[config.mk]
export PLATFORM = sky130hd
export DESIGN_NAME = tfc_device_flat
export DESIGN_NICKNAME = d
export VERILOG_FILES = /design/src/tfc_pkg.sv /design/src/tfc_link_if.sv /design/src/tfc_device.sv /design/src/tfc_smoother.sv /design/src/flat_wrapper.sv
export SDC_FILE = /design/constraint.sdc
export NUM_CORES = 1
export LEC_CHECK = 0
export ABC_AREA = 1
export BUFFER_PORTS_ARGS = -buffer_cell sky130_fd_sc_hd__buf_4
export CAP_MARGIN = 20
export CORE_ASPECT_RATIO = 0.7
export CORE_MARGIN = 5
export CORE_UTILIZATION = 57
export DETAILED_ROUTE_END_ITERATION = 6
export MAX_ROUTING_LAYER = met4
export PLACE_DENSITY = 0.87
export SYNTH_ARGS = -nofsm -noshare
export SYNTH_HDL_FRONTEND = slang
export SYNTH_SLANG_ARGS = --single-unit
[constraint.sdc]
create_clock -name aclk -period 16.8 [get_ports aclk]
set_input_delay 2.52 -clock aclk [delete_from_list [all_inputs] [get_ports aclk]]
set_output_delay 2.52 -clock aclk [all_outputs]
set_load 0.02 [all_outputs]
[src/tfc_pkg.sv]
`default_nettype none
package tfc_pkg;

  // ----------------------------------------------------------------
  // Widths
  // ----------------------------------------------------------------
  localparam int ADDR_W = 8;
  localparam int COORD_W = 12;
  localparam int ACC_W = 19;
  localparam int CFG_LAST = 18;

  // Link commands.
  typedef enum logic [1:0] {TFC_OP_START, TFC_OP_READ, TFC_OP_WRITE} tfc_op_t;

  // ----------------------------------------------------------------
  // Configuration offsets from the group base
  // ----------------------------------------------------------------
  localparam logic [7:0] OFS_SPECIAL0 = 8'h00;
  localparam logic [7:0] OFS_RESTORE = 8'h01;
  localparam logic [7:0] OFS_DETECT = 8'h02;
  localparam logic [7:0] OFS_SENS = 8'h03;
  localparam logic [7:0] OFS_FAST_AVG = 8'h04;
  localparam logic [7:0] OFS_SLOW_AVG = 8'h05;
  localparam logic [7:0] OFS_FAST_PREC = 8'h06;
  localparam logic [7:0] OFS_SLOW_PREC = 8'h07;
  localparam logic [7:0] OFS_SPEED = 8'h08;
  localparam logic [7:0] OFS_HOLD = 8'h0F;
  localparam logic [7:0] OFS_SPECIAL_A = 8'h10;
  localparam logic [7:0] OFS_PAUSE = 8'h11;
  localparam logic [7:0] OFS_SPECIAL_B = 8'h12;
  localparam logic [7:0] OFS_LAST = 8'h12;

  // Fixed read values, restore key, ack value and limits.
  localparam logic [7:0] SPECIAL0_VALUE = 8'h58;
  localparam logic [7:0] SPECIAL1_VALUE = 8'h01;
  localparam logic [7:0] RESTORE_KEY = 8'hFF;
  localparam logic [7:0] ACK_VALUE = 8'h00;
  localparam logic [7:0] SENS_MAX = 8'h0A;
  localparam logic [7:0] SENS_STEP = 8'h08;
  localparam logic [7:0] AVG_MIN = 8'h01;
  localparam logic [7:0] LEVEL_MIN = 8'h01;
  localparam logic [7:0] LEVEL_MAX = 8'h08;

  // Default contents of each configuration slot.
  function automatic logic [7:0] tfc_cfg_default(input logic [7:0] ofs);
    unique case (ofs)
      OFS_DETECT: return 8'hC5;
      OFS_SENS: return 8'h04;
      OFS_FAST_AVG: return 8'h04;
      OFS_SLOW_AVG: return 8'h10;
      OFS_FAST_PREC: return 8'h04;
      OFS_SLOW_PREC: return 8'h08;
      OFS_SPEED: return 8'h04;
      OFS_HOLD: return 8'hC8;
      OFS_SPECIAL_A: return 8'h03;
      default: return 8'h00;
    endcase
  endfunction : tfc_cfg_default

  // True where a link write stores a value.
  function automatic logic tfc_writable(input logic [7:0] ofs);
    return ((ofs >= OFS_DETECT) && (ofs <= OFS_SPEED)) || (ofs == OFS_HOLD) ||
           (ofs == OFS_SPECIAL_A) || (ofs == OFS_SPECIAL_B);
  endfunction : tfc_writable

  // Position of the highest set bit, used as an averaging shift.
  function automatic logic [2:0] tfc_log2(input logic [7:0] v);
    logic [2:0] r;
    r = 3'h0;
    for (int i = 0; i < 8; i++)
    begin
      if (v[i])
      begin
        r = 3'(i);
      end
    end
    return r;
  endfunction : tfc_log2

  // ----------------------------------------------------------------
  // Host controller registers
  // ----------------------------------------------------------------
  localparam logic [7:0] HOST_CMD = 8'h00;
  localparam logic [7:0] HOST_STATUS = 8'h04;
  localparam logic [7:0] HOST_BASE = 8'h08;
  localparam int CMD_OFS_LSB = 0;
  localparam int CMD_WDATA_LSB = 8;
  localparam int CMD_WRITE_BIT = 16;
  localparam int ST_BUSY = 0;
  localparam int ST_BASE = 1;
  localparam int ST_UNUSUAL = 2;
  localparam int ST_RDATA_LSB = 8;
  localparam logic [1:0] RESP_OKAY = 2'h0;
  localparam logic [1:0] RESP_SLVERR = 2'h2;
  localparam logic [7:0] REC_AVG_A = 8'h04;
  localparam logic [7:0] REC_AVG_B = 8'h08;
  localparam logic [7:0] REC_AVG_C = 8'h10;

endpackage : tfc_pkg
`default_nettype wire

[src/tfc_link_if.sv]
`default_nettype none
// Command link between the host controller and the touch device.
interface tfc_link_if;
  logic req_valid;
  logic req_ready;
  tfc_pkg::tfc_op_t req_op;
  logic [tfc_pkg::ADDR_W-1:0] req_addr;
  logic [7:0] req_wdata;
  logic rsp_valid;
  logic [7:0] rsp_data;

  modport device (
    input req_valid, req_op, req_addr, req_wdata,
    output req_ready, rsp_valid, rsp_data
  );
  modport host (
    output req_valid, req_op, req_addr, req_wdata,
    input req_ready, rsp_valid, rsp_data
  );
endinterface : tfc_link_if
`default_nettype wire

[src/tfc_device.sv]
`default_nettype none
// Notes on behaviour
// - Host fetches the group base address first.
// - Register address is base plus fixed offset.
// - Host accesses use absolute addresses, not offsets.
// - Touch accepted only below the detect level raised by sensitivity steps.
// - Higher sensitivity accepts lighter touches.
// - Speed at or above limit counts fast.
// - Fast motion averages the fast sample count.
// - Host should program fast count 4, 8, 16.
// - Slow motion averages the slow sample count.
// - Fast motion uses the fast precision level.
// - Slow motion uses the slow precision level.
// - More samples averaged means fewer reports.
// - Restore key reloads defaults after power cycle.
module tfc_device #(
  parameter logic [7:0] BASE_ADDR = 8'h20
) (
  input wire logic aclk,
  input wire logic aresetn,
  input wire logic ce,
  input wire logic nv_blank,
  tfc_link_if.device link,
  input wire logic sample_valid,
  input wire logic [tfc_pkg::COORD_W-1:0] sample_x,
  input wire logic [tfc_pkg::COORD_W-1:0] sample_y,
  input wire logic [7:0] sample_pressure,
  input wire logic [7:0] sample_speed,
  output logic touch_valid,
  output logic touch_down,
  output logic touch_fast,
  output logic [tfc_pkg::COORD_W-1:0] touch_x,
  output logic [tfc_pkg::COORD_W-1:0] touch_y
);
  import tfc_pkg::*;

  // ----------------------------------------------------------------
  // State
  // ----------------------------------------------------------------
  typedef struct packed {
    logic [CFG_LAST:0][7:0] cfg;
    logic restore_pending;
    logic req_ready;
    logic rsp_valid;
    logic [7:0] rsp_data;
    logic [1:0][ACC_W-1:0] acc;
    logic [7:0] nsamp;
    logic win_fast;
    logic down;
    logic feed;
    logic restart;
    logic [7:0] level;
    logic [1:0][COORD_W-1:0] feed_val;
    logic rep_down;
    logic rep_fast;
  } tfc_dev_state_t;

  tfc_dev_state_t q;
  tfc_dev_state_t next_q;
  tfc_dev_state_t reset_q;

  logic take;
  logic hit;
  logic [7:0] rel;
  logic [7:0] sens;
  logic [11:0] thr;
  logic touching;
  logic cls_fast;
  logic [7:0] cnt;
  logic [7:0] n_after;
  logic [1:0][ACC_W-1:0] sum;
  logic [1:0][COORD_W-1:0] samp;
  logic [1:0][COORD_W-1:0] sm_out;
  logic [1:0] sm_valid;

  // ----------------------------------------------------------------
  // Link requests and register file
  // ----------------------------------------------------------------
  assign take = link.req_valid & q.req_ready;
  assign rel = link.req_addr - BASE_ADDR;
  assign hit = (link.req_addr >= BASE_ADDR) && (rel <= OFS_LAST);

  // ----------------------------------------------------------------
  // Touch qualification and averaging window
  // ----------------------------------------------------------------
  // Sensitivity raises the effective detect level, so lighter touches pass.
  always_comb
  begin
    sens = (q.cfg[OFS_SENS] > SENS_MAX) ? SENS_MAX : q.cfg[OFS_SENS];
    thr = {4'h0, q.cfg[OFS_DETECT]} + 12'(sens * SENS_STEP);
    touching = ({4'h0, sample_pressure} < thr);
    cls_fast = (q.nsamp == '0) ? (sample_speed >= q.cfg[OFS_SPEED]) : q.win_fast;
    cnt = cls_fast ? q.cfg[OFS_FAST_AVG] : q.cfg[OFS_SLOW_AVG];
    if (cnt == '0)
      cnt = AVG_MIN;
    n_after = q.nsamp + AVG_MIN;
    samp[0] = sample_x;
    samp[1] = sample_y;
    for (int k = 0; k < 2; k++)
    begin
      sum[k] = ((q.nsamp == '0) ? '0 : q.acc[k]) + ACC_W'(samp[k]);
    end
  end

  // Next-state logic for link, registers and measurement path.
  always_comb
  begin
    next_q = q;
    next_q.rsp_valid = take;
    next_q.req_ready = ~take;
    next_q.feed = 1'b0;
    // Report flags take the decision of the window that fed the filters.
    if (q.feed)
    begin
      next_q.rep_down = q.down;
      next_q.rep_fast = q.win_fast;
    end
    if (take)
    begin
      unique case (link.req_op)
        TFC_OP_START: next_q.rsp_data = BASE_ADDR;
        TFC_OP_READ:
        begin
          next_q.rsp_data = 8'h00;
          if (hit)
          begin
            if (rel == OFS_SPECIAL0)
              next_q.rsp_data = SPECIAL0_VALUE;
            else if (rel == OFS_RESTORE)
              next_q.rsp_data = SPECIAL1_VALUE;
            else if (tfc_writable(rel))
              next_q.rsp_data = q.cfg[rel[4:0]];
            else
              next_q.rsp_data = tfc_cfg_default(rel);
          end
        end
        TFC_OP_WRITE:
        begin
          next_q.rsp_data = ACK_VALUE;
          if (hit && tfc_writable(rel))
            next_q.cfg[rel[4:0]] = link.req_wdata;
          if (hit && (rel == OFS_RESTORE) && (link.req_wdata == RESTORE_KEY))
            next_q.restore_pending = 1'b1;
        end
        default: next_q.rsp_data = ACK_VALUE;
      endcase
    end
    // A window closes only after cnt samples, so reports slow as cnt grows.
    if (sample_valid && touching)
    begin
      next_q.acc = sum;
      next_q.win_fast = cls_fast;
      if (n_after >= cnt)
      begin
        next_q.nsamp = '0;
        next_q.feed = 1'b1;
        next_q.restart = ~q.down;
        next_q.down = 1'b1;
        next_q.level = cls_fast ? q.cfg[OFS_FAST_PREC] : q.cfg[OFS_SLOW_PREC];
        for (int k = 0; k < 2; k++)
        begin
          next_q.feed_val[k] = COORD_W'(sum[k] >> tfc_log2(cnt));
        end
      end
      else
      begin
        next_q.nsamp = n_after;
      end
    end
    else if (sample_valid)
    begin
      // Lift-off drops the partial window and reports pen-up once.
      next_q.nsamp = '0;
      if (q.down)
      begin
        next_q.down = 1'b0;
        next_q.feed = 1'b1;
        next_q.restart = 1'b1;
        next_q.feed_val = sm_out;
      end
    end
  end

  // Reset keeps stored settings unless storage is blank or a restore is due.
  always_comb
  begin
    reset_q = '0;
    reset_q.req_ready = 1'b1;
    for (int i = 0; i <= CFG_LAST; i++)
    begin
      if (nv_blank || q.restore_pending)
        reset_q.cfg[i] = tfc_cfg_default(8'(i));
      else
        reset_q.cfg[i] = q.cfg[i];
    end
  end

  // State register.
  always_ff @(posedge aclk)
  begin
    if (!aresetn)
      q <= reset_q;
    else if (ce)
      q <= next_q;
  end

  // ----------------------------------------------------------------
  // Accuracy filters, one per axis
  // ----------------------------------------------------------------
  for (genvar k = 0; k < 2; k++)
  begin : g_axis
    tfc_smoother u_smoother (
      .aclk(aclk),
      .aresetn(aresetn),
      .ce(ce),
      .in_valid(q.feed),
      .restart(q.restart),
      .level(q.level),
      .in_value(q.feed_val[k]),
      .out_valid(sm_valid[k]),
      .out_value(sm_out[k])
    );
  end

  assign touch_valid = sm_valid[0];
  assign touch_down = q.rep_down;
  assign touch_fast = q.rep_fast;
  assign touch_x = sm_out[0];
  assign touch_y = sm_out[1];
  assign link.req_ready = q.req_ready;
  assign link.rsp_valid = q.rsp_valid;
  assign link.rsp_data = q.rsp_data;

endmodule : tfc_device
`default_nettype wire

[src/tfc_smoother.sv]
`default_nettype none
// Accuracy filter: first-order smoothing whose strength follows the level.
module tfc_smoother (
  input wire logic aclk,
  input wire logic aresetn,
  input wire logic ce,
  input wire logic in_valid,
  input wire logic restart,
  input wire logic [7:0] level,
  input wire logic [tfc_pkg::COORD_W-1:0] in_value,
  output logic out_valid,
  output logic [tfc_pkg::COORD_W-1:0] out_value
);
  import tfc_pkg::*;

  typedef struct packed {
    logic valid;
    logic [COORD_W-1:0] value;
  } tfc_sm_state_t;

  tfc_sm_state_t q;
  tfc_sm_state_t next_q;
  logic [2:0] shift;
  logic signed [COORD_W:0] diff;
  logic signed [COORD_W:0] step;

  // Level 1 passes samples through; each step up to level 8 halves the gain.
  always_comb
  begin
    next_q = q;
    next_q.valid = 1'b0;
    if (level <= LEVEL_MIN)
      shift = 3'h0;
    else if (level >= LEVEL_MAX)
      shift = 3'(LEVEL_MAX - LEVEL_MIN);
    else
      shift = 3'(level - LEVEL_MIN);
    diff = $signed({1'b0, in_value}) - $signed({1'b0, q.value});
    step = diff >>> shift;
    if (in_valid)
    begin
      next_q.valid = 1'b1;
      if (restart)
        next_q.value = in_value;
      else
        next_q.value = q.value + step[COORD_W-1:0];
    end
  end

  // State register.
  always_ff @(posedge aclk)
  begin
    if (!aresetn)
      q <= '0;
    else if (ce)
      q <= next_q;
  end

  assign out_valid = q.valid;
  assign out_value = q.value;

endmodule : tfc_smoother
`default_nettype wire

[src/flat_wrapper.sv]
// flat-port wrapper written by rule: the top's interface ports become plain ports
module tfc_device_flat import tfc_pkg::*;
#(
  parameter logic [7:0] BASE_ADDR = 8'h20
)
  (aclk, aresetn, ce, nv_blank, sample_valid, sample_x, sample_y, sample_pressure, sample_speed, touch_valid, touch_down, touch_fast, touch_x, touch_y, link_req_valid, link_req_op, link_req_addr, link_req_wdata, link_req_ready, link_rsp_valid, link_rsp_data);
  tfc_link_if link_i ();
  input wire logic aclk;
  input wire logic aresetn;
  input wire logic ce;
  input wire logic nv_blank;
  input wire logic sample_valid;
  input wire logic [tfc_pkg::COORD_W-1:0] sample_x;
  input wire logic [tfc_pkg::COORD_W-1:0] sample_y;
  input wire logic [7:0] sample_pressure;
  input wire logic [7:0] sample_speed;
  output logic touch_valid;
  output logic touch_down;
  output logic touch_fast;
  output logic [tfc_pkg::COORD_W-1:0] touch_x;
  output logic [tfc_pkg::COORD_W-1:0] touch_y;
  input wire logic [$bits(link_i.req_valid)-1:0] link_req_valid;
  input wire logic [$bits(link_i.req_op)-1:0] link_req_op;
  input wire logic [$bits(link_i.req_addr)-1:0] link_req_addr;
  input wire logic [$bits(link_i.req_wdata)-1:0] link_req_wdata;
  output wire logic [$bits(link_i.req_ready)-1:0] link_req_ready;
  output wire logic [$bits(link_i.rsp_valid)-1:0] link_rsp_valid;
  output wire logic [$bits(link_i.rsp_data)-1:0] link_rsp_data;
  assign link_i.req_valid = link_req_valid;
  assign link_i.req_op = link_req_op;
  assign link_i.req_addr = link_req_addr;
  assign link_i.req_wdata = link_req_wdata;
  assign link_req_ready = link_i.req_ready;
  assign link_rsp_valid = link_i.rsp_valid;
  assign link_rsp_data = link_i.rsp_data;
  tfc_device #(.BASE_ADDR(BASE_ADDR)) u_core (.aclk(aclk), .aresetn(aresetn), .ce(ce), .nv_blank(nv_blank), .link(link_i), .sample_valid(sample_valid), .sample_x(sample_x), .sample_y(sample_y), .sample_pressure(sample_pressure), .sample_speed(sample_speed), .touch_valid(touch_valid), .touch_down(touch_down), .touch_fast(touch_fast), .touch_x(touch_x), .touch_y(touch_y));
endmodule
==> run_summary.xml <==
<?xml version="1.0" encoding="UTF-8"?>
<metrics>
  <group name="status">
    <metric name="run_status" unit="">completed</metric>
  </group>
  <group name="clock_network">
    <metric name="clockRootBuffer" unit="">sky130_fd_sc_hd__clkbuf_16</metric>
    <metric name="cts_hold_buf" unit="">0</metric>
    <metric name="clkSlewWorstSetupHoldPaths" unit="ps">60</metric>
    <metric name="clock_tree_from_tritoncts" unit="">yes</metric>
    <metric name="insertion_delay" unit="ps">550</metric>
    <metric name="cts_inserted_buffers" unit="">27</metric>
    <metric name="clock_tree.htree_level_count" unit="">1</metric>
    <metric name="cts-root-to-sink-buffers" unit="">3</metric>
    <metric name="cts_repair_resize_count" unit="">0</metric>
    <metric name="cts_setup_buffers" unit="">0</metric>
    <metric name="clock_sink_count" unit="">272</metric>
  </group>
  <group name="synthesis">
    <metric name="synth.top_cell.area_share" unit="%">23.8</metric>
    <metric name="synth_async_sr_flop_share" unit="%">0</metric>
    <metric name="syn_avg_cell_area" unit="um2">7.35</metric>
    <metric name="postSynthCellCount" unit="">2609</metric>
    <metric name="synth_warnings" unit="">0</metric>
    <metric name="number_of_synthesized_flops_with_an_enable_pin" unit="">152</metric>
    <metric name="synth_area" unit="um2">19200</metric>
    <metric name="synth.top_cells.by_area" unit="">sky130_fd_sc_hd__edfxtp_1 24%, sky130_fd_sc_hd__dfxtp_1 13%, sky130_fd_sc_hd__a21oi_1 7.8%</metric>
    <metric name="synth.distinct_cells" unit="">55</metric>
    <metric name="synth_largest_area_cell" unit="">sky130_fd_sc_hd__edfxtp_1</metric>
    <metric name="mappedNetlistNets" unit="">2785</metric>
    <metric name="synth_seq_area_share" unit="%">36.3</metric>
    <metric name="synth_seq_cells" unit="">272</metric>
    <metric name="ys.flop_type" unit="">sky130_fd_sc_hd__edfxtp_1</metric>
  </group>
  <group name="floorplan">
    <metric name="row_count" unit="">56</metric>
    <metric name="die-area" unit="um2">37500</metric>
    <metric name="die-height" unit="um">163</metric>
    <metric name="fp.dieW" unit="um">229</metric>
    <metric name="io-pin-count" unit="">101</metric>
    <metric name="core_area" unit="um2">33400</metric>
    <metric name="initial_util" unit="%">57.5</metric>
  </group>
  <group name="sta">
    <metric name="setup_viol" unit="">0</metric>
    <metric name="hold_viol_final" unit="">0</metric>
    <metric name="timing.clock.skew" unit="ps">17.7</metric>
    <metric name="rsz0062_at_grt" unit="">false</metric>
    <metric name="timing.slew.headroom" unit="%">32.2</metric>
    <metric name="final_min_period_over_clock_period" unit="%">45.9</metric>
    <metric name="max_slew.worst_pin.slew" unit="ps">1010</metric>
    <metric name="max_clock_freq" unit="GHz">0.130</metric>
    <metric name="maxSlewViolCount" unit="">0</metric>
    <metric name="holdWs" unit="ps">456</metric>
    <metric name="finalCriticalPeriod" unit="ps">7720</metric>
    <metric name="setup_tns" unit="ps">0</metric>
  </group>
  <group name="setup_path">
    <metric name="critPathMaxStageDelay" unit="ps">770</metric>
    <metric name="rrSetupSlack" unit="ps">10160</metric>
    <metric name="regToRegEndpoint" unit="">u_core.q[34]</metric>
    <metric name="cpMaxStageDelayCell" unit="">sky130_fd_sc_hd__nor2_2</metric>
    <metric name="timing.critical_path.fanout_max" unit="">26</metric>
    <metric name="cp_data_arrival_time" unit="ps">8190</metric>
    <metric name="crit_required" unit="ps">17270</metric>
    <metric name="crit_top_cell" unit="">sky130_fd_sc_hd__nand2_1</metric>
    <metric name="worst_case_reg_to_reg_path_depth" unit="">25</metric>
    <metric name="timing.critical_path.to_type" unit="">flop</metric>
    <metric name="worst_setup_path_start_kind" unit="">primary input</metric>
    <metric name="timing.setup.critical_path_class" unit="">primary input to flop</metric>
    <metric name="reg2reg_from" unit="">u_core.q[38]</metric>
  </group>
  <group name="routing">
    <metric name="wl_per_cell" unit="um">19.6</metric>
    <metric name="finalWirelength" unit="um">60100</metric>
    <metric name="detail-route-antenna-nets" unit="">0</metric>
    <metric name="drt_pass1_iterations" unit="">6</metric>
    <metric name="drt_first_iter_violations" unit="">3080</metric>
    <metric name="route.detailed.vias_per_inst" unit="">6.26</metric>
    <metric name="vias" unit="">19157</metric>
    <metric name="detail_route.drc_violations" unit="">0</metric>
  </group>
  <group name="cells_and_area">
    <metric name="final_layout_size_suffix_gt1_share" unit="%">7.61</metric>
    <metric name="antenna_cells" unit="">0</metric>
    <metric name="stdcell_area" unit="um2">20900</metric>
    <metric name="area.growth.synth_to_final" unit="%">9.19</metric>
    <metric name="finalNetCount" unit="">2782</metric>
    <metric name="postLayoutCoreUtil" unit="%">62.8</metric>
  </group>
  <group name="placed_design">
    <metric name="placed_cell_area" unit="um2">20000</metric>
    <metric name="place.port_buffers" unit="">100</metric>
    <metric name="routabilityCongestion" unit="">1.03</metric>
    <metric name="sum_of_net_half_perimeters_after_detailed_placement" unit="um">43400</metric>
  </group>
  <group name="flow_run">
    <metric name="cap_viol_max_count" unit="">0</metric>
  </group>
  <group name="power_and_ir_drop">
    <metric name="power_per_cell_area" unit="nW/um2">85.5</metric>
    <metric name="power.share.sequential" unit="%">41.3</metric>
    <metric name="cell_int_power" unit="mW">1.23</metric>
    <metric name="pwr-share-comb" unit="%">22.7</metric>
    <metric name="p_leak" unit="nW">8.85</metric>
    <metric name="power.ir.vdd_worst" unit="V">0.0000714</metric>
    <metric name="power.switching" unit="uW">563</metric>
    <metric name="clkPwrFrac" unit="%">36.0</metric>
    <metric name="switching_share" unit="%">31.4</metric>
    <metric name="p_total" unit="mW">1.79</metric>
  </group>
  <group name="global_routing">
    <metric name="grt_pass1_vias" unit="">17415</metric>
    <metric name="global_route_wire_length_before_repair" unit="um">94500</metric>
    <metric name="grtUsageTotal" unit="%">31.7</metric>
    <metric name="pin_count_of_the_biggest_net_entering_global_routing" unit="">89</metric>
    <metric name="antenna_found_initial" unit="">1</metric>
    <metric name="global_route.overflow_total" unit="">0</metric>
  </group>
  <group name="min_path">
    <metric name="min_to" unit="">u_core.q[58]</metric>
    <metric name="hold_path_startpoint" unit="">u_core.q[58]</metric>
    <metric name="worstHoldPathType" unit="">flop to flop</metric>
    <metric name="worst_hold_path.num_cells" unit="">2</metric>
  </group>
</metrics>
-- cells in the mapped netlist (all sizes together), types with 14 or more instances --
master and n:
a21oi 299, clkbuf 118, o22ai 47, nand3 241, o211ai 28, nand2 385
a22oi 14, edfxtp 152, xor2 50, xnor2 19, buf 32, nor2 222
inv 307, dfxtp 120, o21ai 300, a211oi 56, ha 105
-- power by group through the flow --
| stage | Combinational (mW) | Clock, mW | Sequential [mW] |
|---|---|---|---|
| after floorplan | 0.296 | 0 | 0.755 |
| after global placement | 0.381 | 0 | 0.752 |
| after detailed placement | 0.393 | 0 | 0.753 |
| after CTS | 0.395 | 0.645 | 0.739 |
| after global routing | 0.448 | 0.674 | 0.742 |
| final | 0.407 | 0.644 | 0.740 |
-- per-layer routing --
layer	GRT usage (%)	wire length (um)
met2	44.6	24500
met3	7.14	8490
met4	6.09	1310
met5	-	0
met1	47.0	25700
-- worst max-delay path, delay by kind of cell --
family,cells,cell delay (ps)
and+or+nand+nor,14,3210
buffers and inverters,4,1050
AOI/OAI and AO/OA,7,910
adders and majority gates,2,480
-- logic make-up (layout without fill, tap and decap cells) --
group	count (synthesis)	count (layout)	synth area share [%]
AND/OR/NAND/NOR	895	895	20.1
AO/OA/AOI/OAI	797	797	23.3
buffers and inverters	462	480	9.49
flip-flops	272	272	36.3
adder cells (fa/ha/maj)	112	112	7.58
XOR/XNOR	69	69	3.15
other	1	1	0.0196
multiplexers	1	1	0.0522
-- layout by cell type (no fill, tap or decap), types with 28 or more instances in the layout --
cell type,n
sky130_fd_sc_hd__o211ai_1,28
sky130_fd_sc_hd__nand2_1,377
sky130_fd_sc_hd__o22ai_1,47
sky130_fd_sc_hd__nand3_1,240
sky130_fd_sc_hd__dfxtp_1,120
sky130_fd_sc_hd__edfxtp_1,152
sky130_fd_sc_hd__nor2_1,217
sky130_fd_sc_hd__clkbuf_16,28
sky130_fd_sc_hd__xor2_1,50
sky130_fd_sc_hd__o21ai_0,293
sky130_fd_sc_hd__a21oi_1,297
sky130_fd_sc_hd__a211oi_1,56
sky130_fd_sc_hd__ha_1,105
sky130_fd_sc_hd__buf_4,118
sky130_fd_sc_hd__inv_1,298
-- how the worst max path moves through the flow --
stage / from / to / slack, ps / depth (start not counted)
after floorplan: link_req_addr[4] / u_core.q[100] / 920 / 12
after global placement: sample_speed[1] / u_core.q[35] / 8840 / 28
after detailed placement: sample_speed[5] / u_core.q[34] / 8670 / 24
after CTS: sample_speed[5] / u_core.q[34] / 9140 / 27
after global routing: sample_speed[5] / u_core.q[35] / 8500 / 25
final: sample_speed[5] / u_core.q[34] / 9080 / 27
-- stage by stage --
stage | cells | setup slack, ps
CTS | 3062 | 9140
detailed placement | 3012 | 8670
global placement | 3012 | 8840
global route | 3062 | 8500
floorplan | 2609 | 921
finish | 3062 | 9080
-- sequential cells by signal (all words and copies together), names as in the netlist --
signal	count
u_core.g_axis.u_smoother.out_value	24
u_core.link.rsp_valid	1
u_core.link.rsp_data	8
u_core.touch_down	1
u_core.q	235
u_core.g_axis.u_smoother.out_valid	1
u_core.touch_fast	1
u_core.link.req_ready	1
-- layout make-up --
class                           count  area [um2]
Inverter                          312        1170
Clock buffer                       44         857
Multi-Input combinational cell   1875       10400
Fill cell                        2825       12400
Tap cell                          435         544
Sequential cell                   272        6970
Clock inverter                      6        91.3
Timing Repair Buffer              118         886
Power figures use the tool's default switching activity.
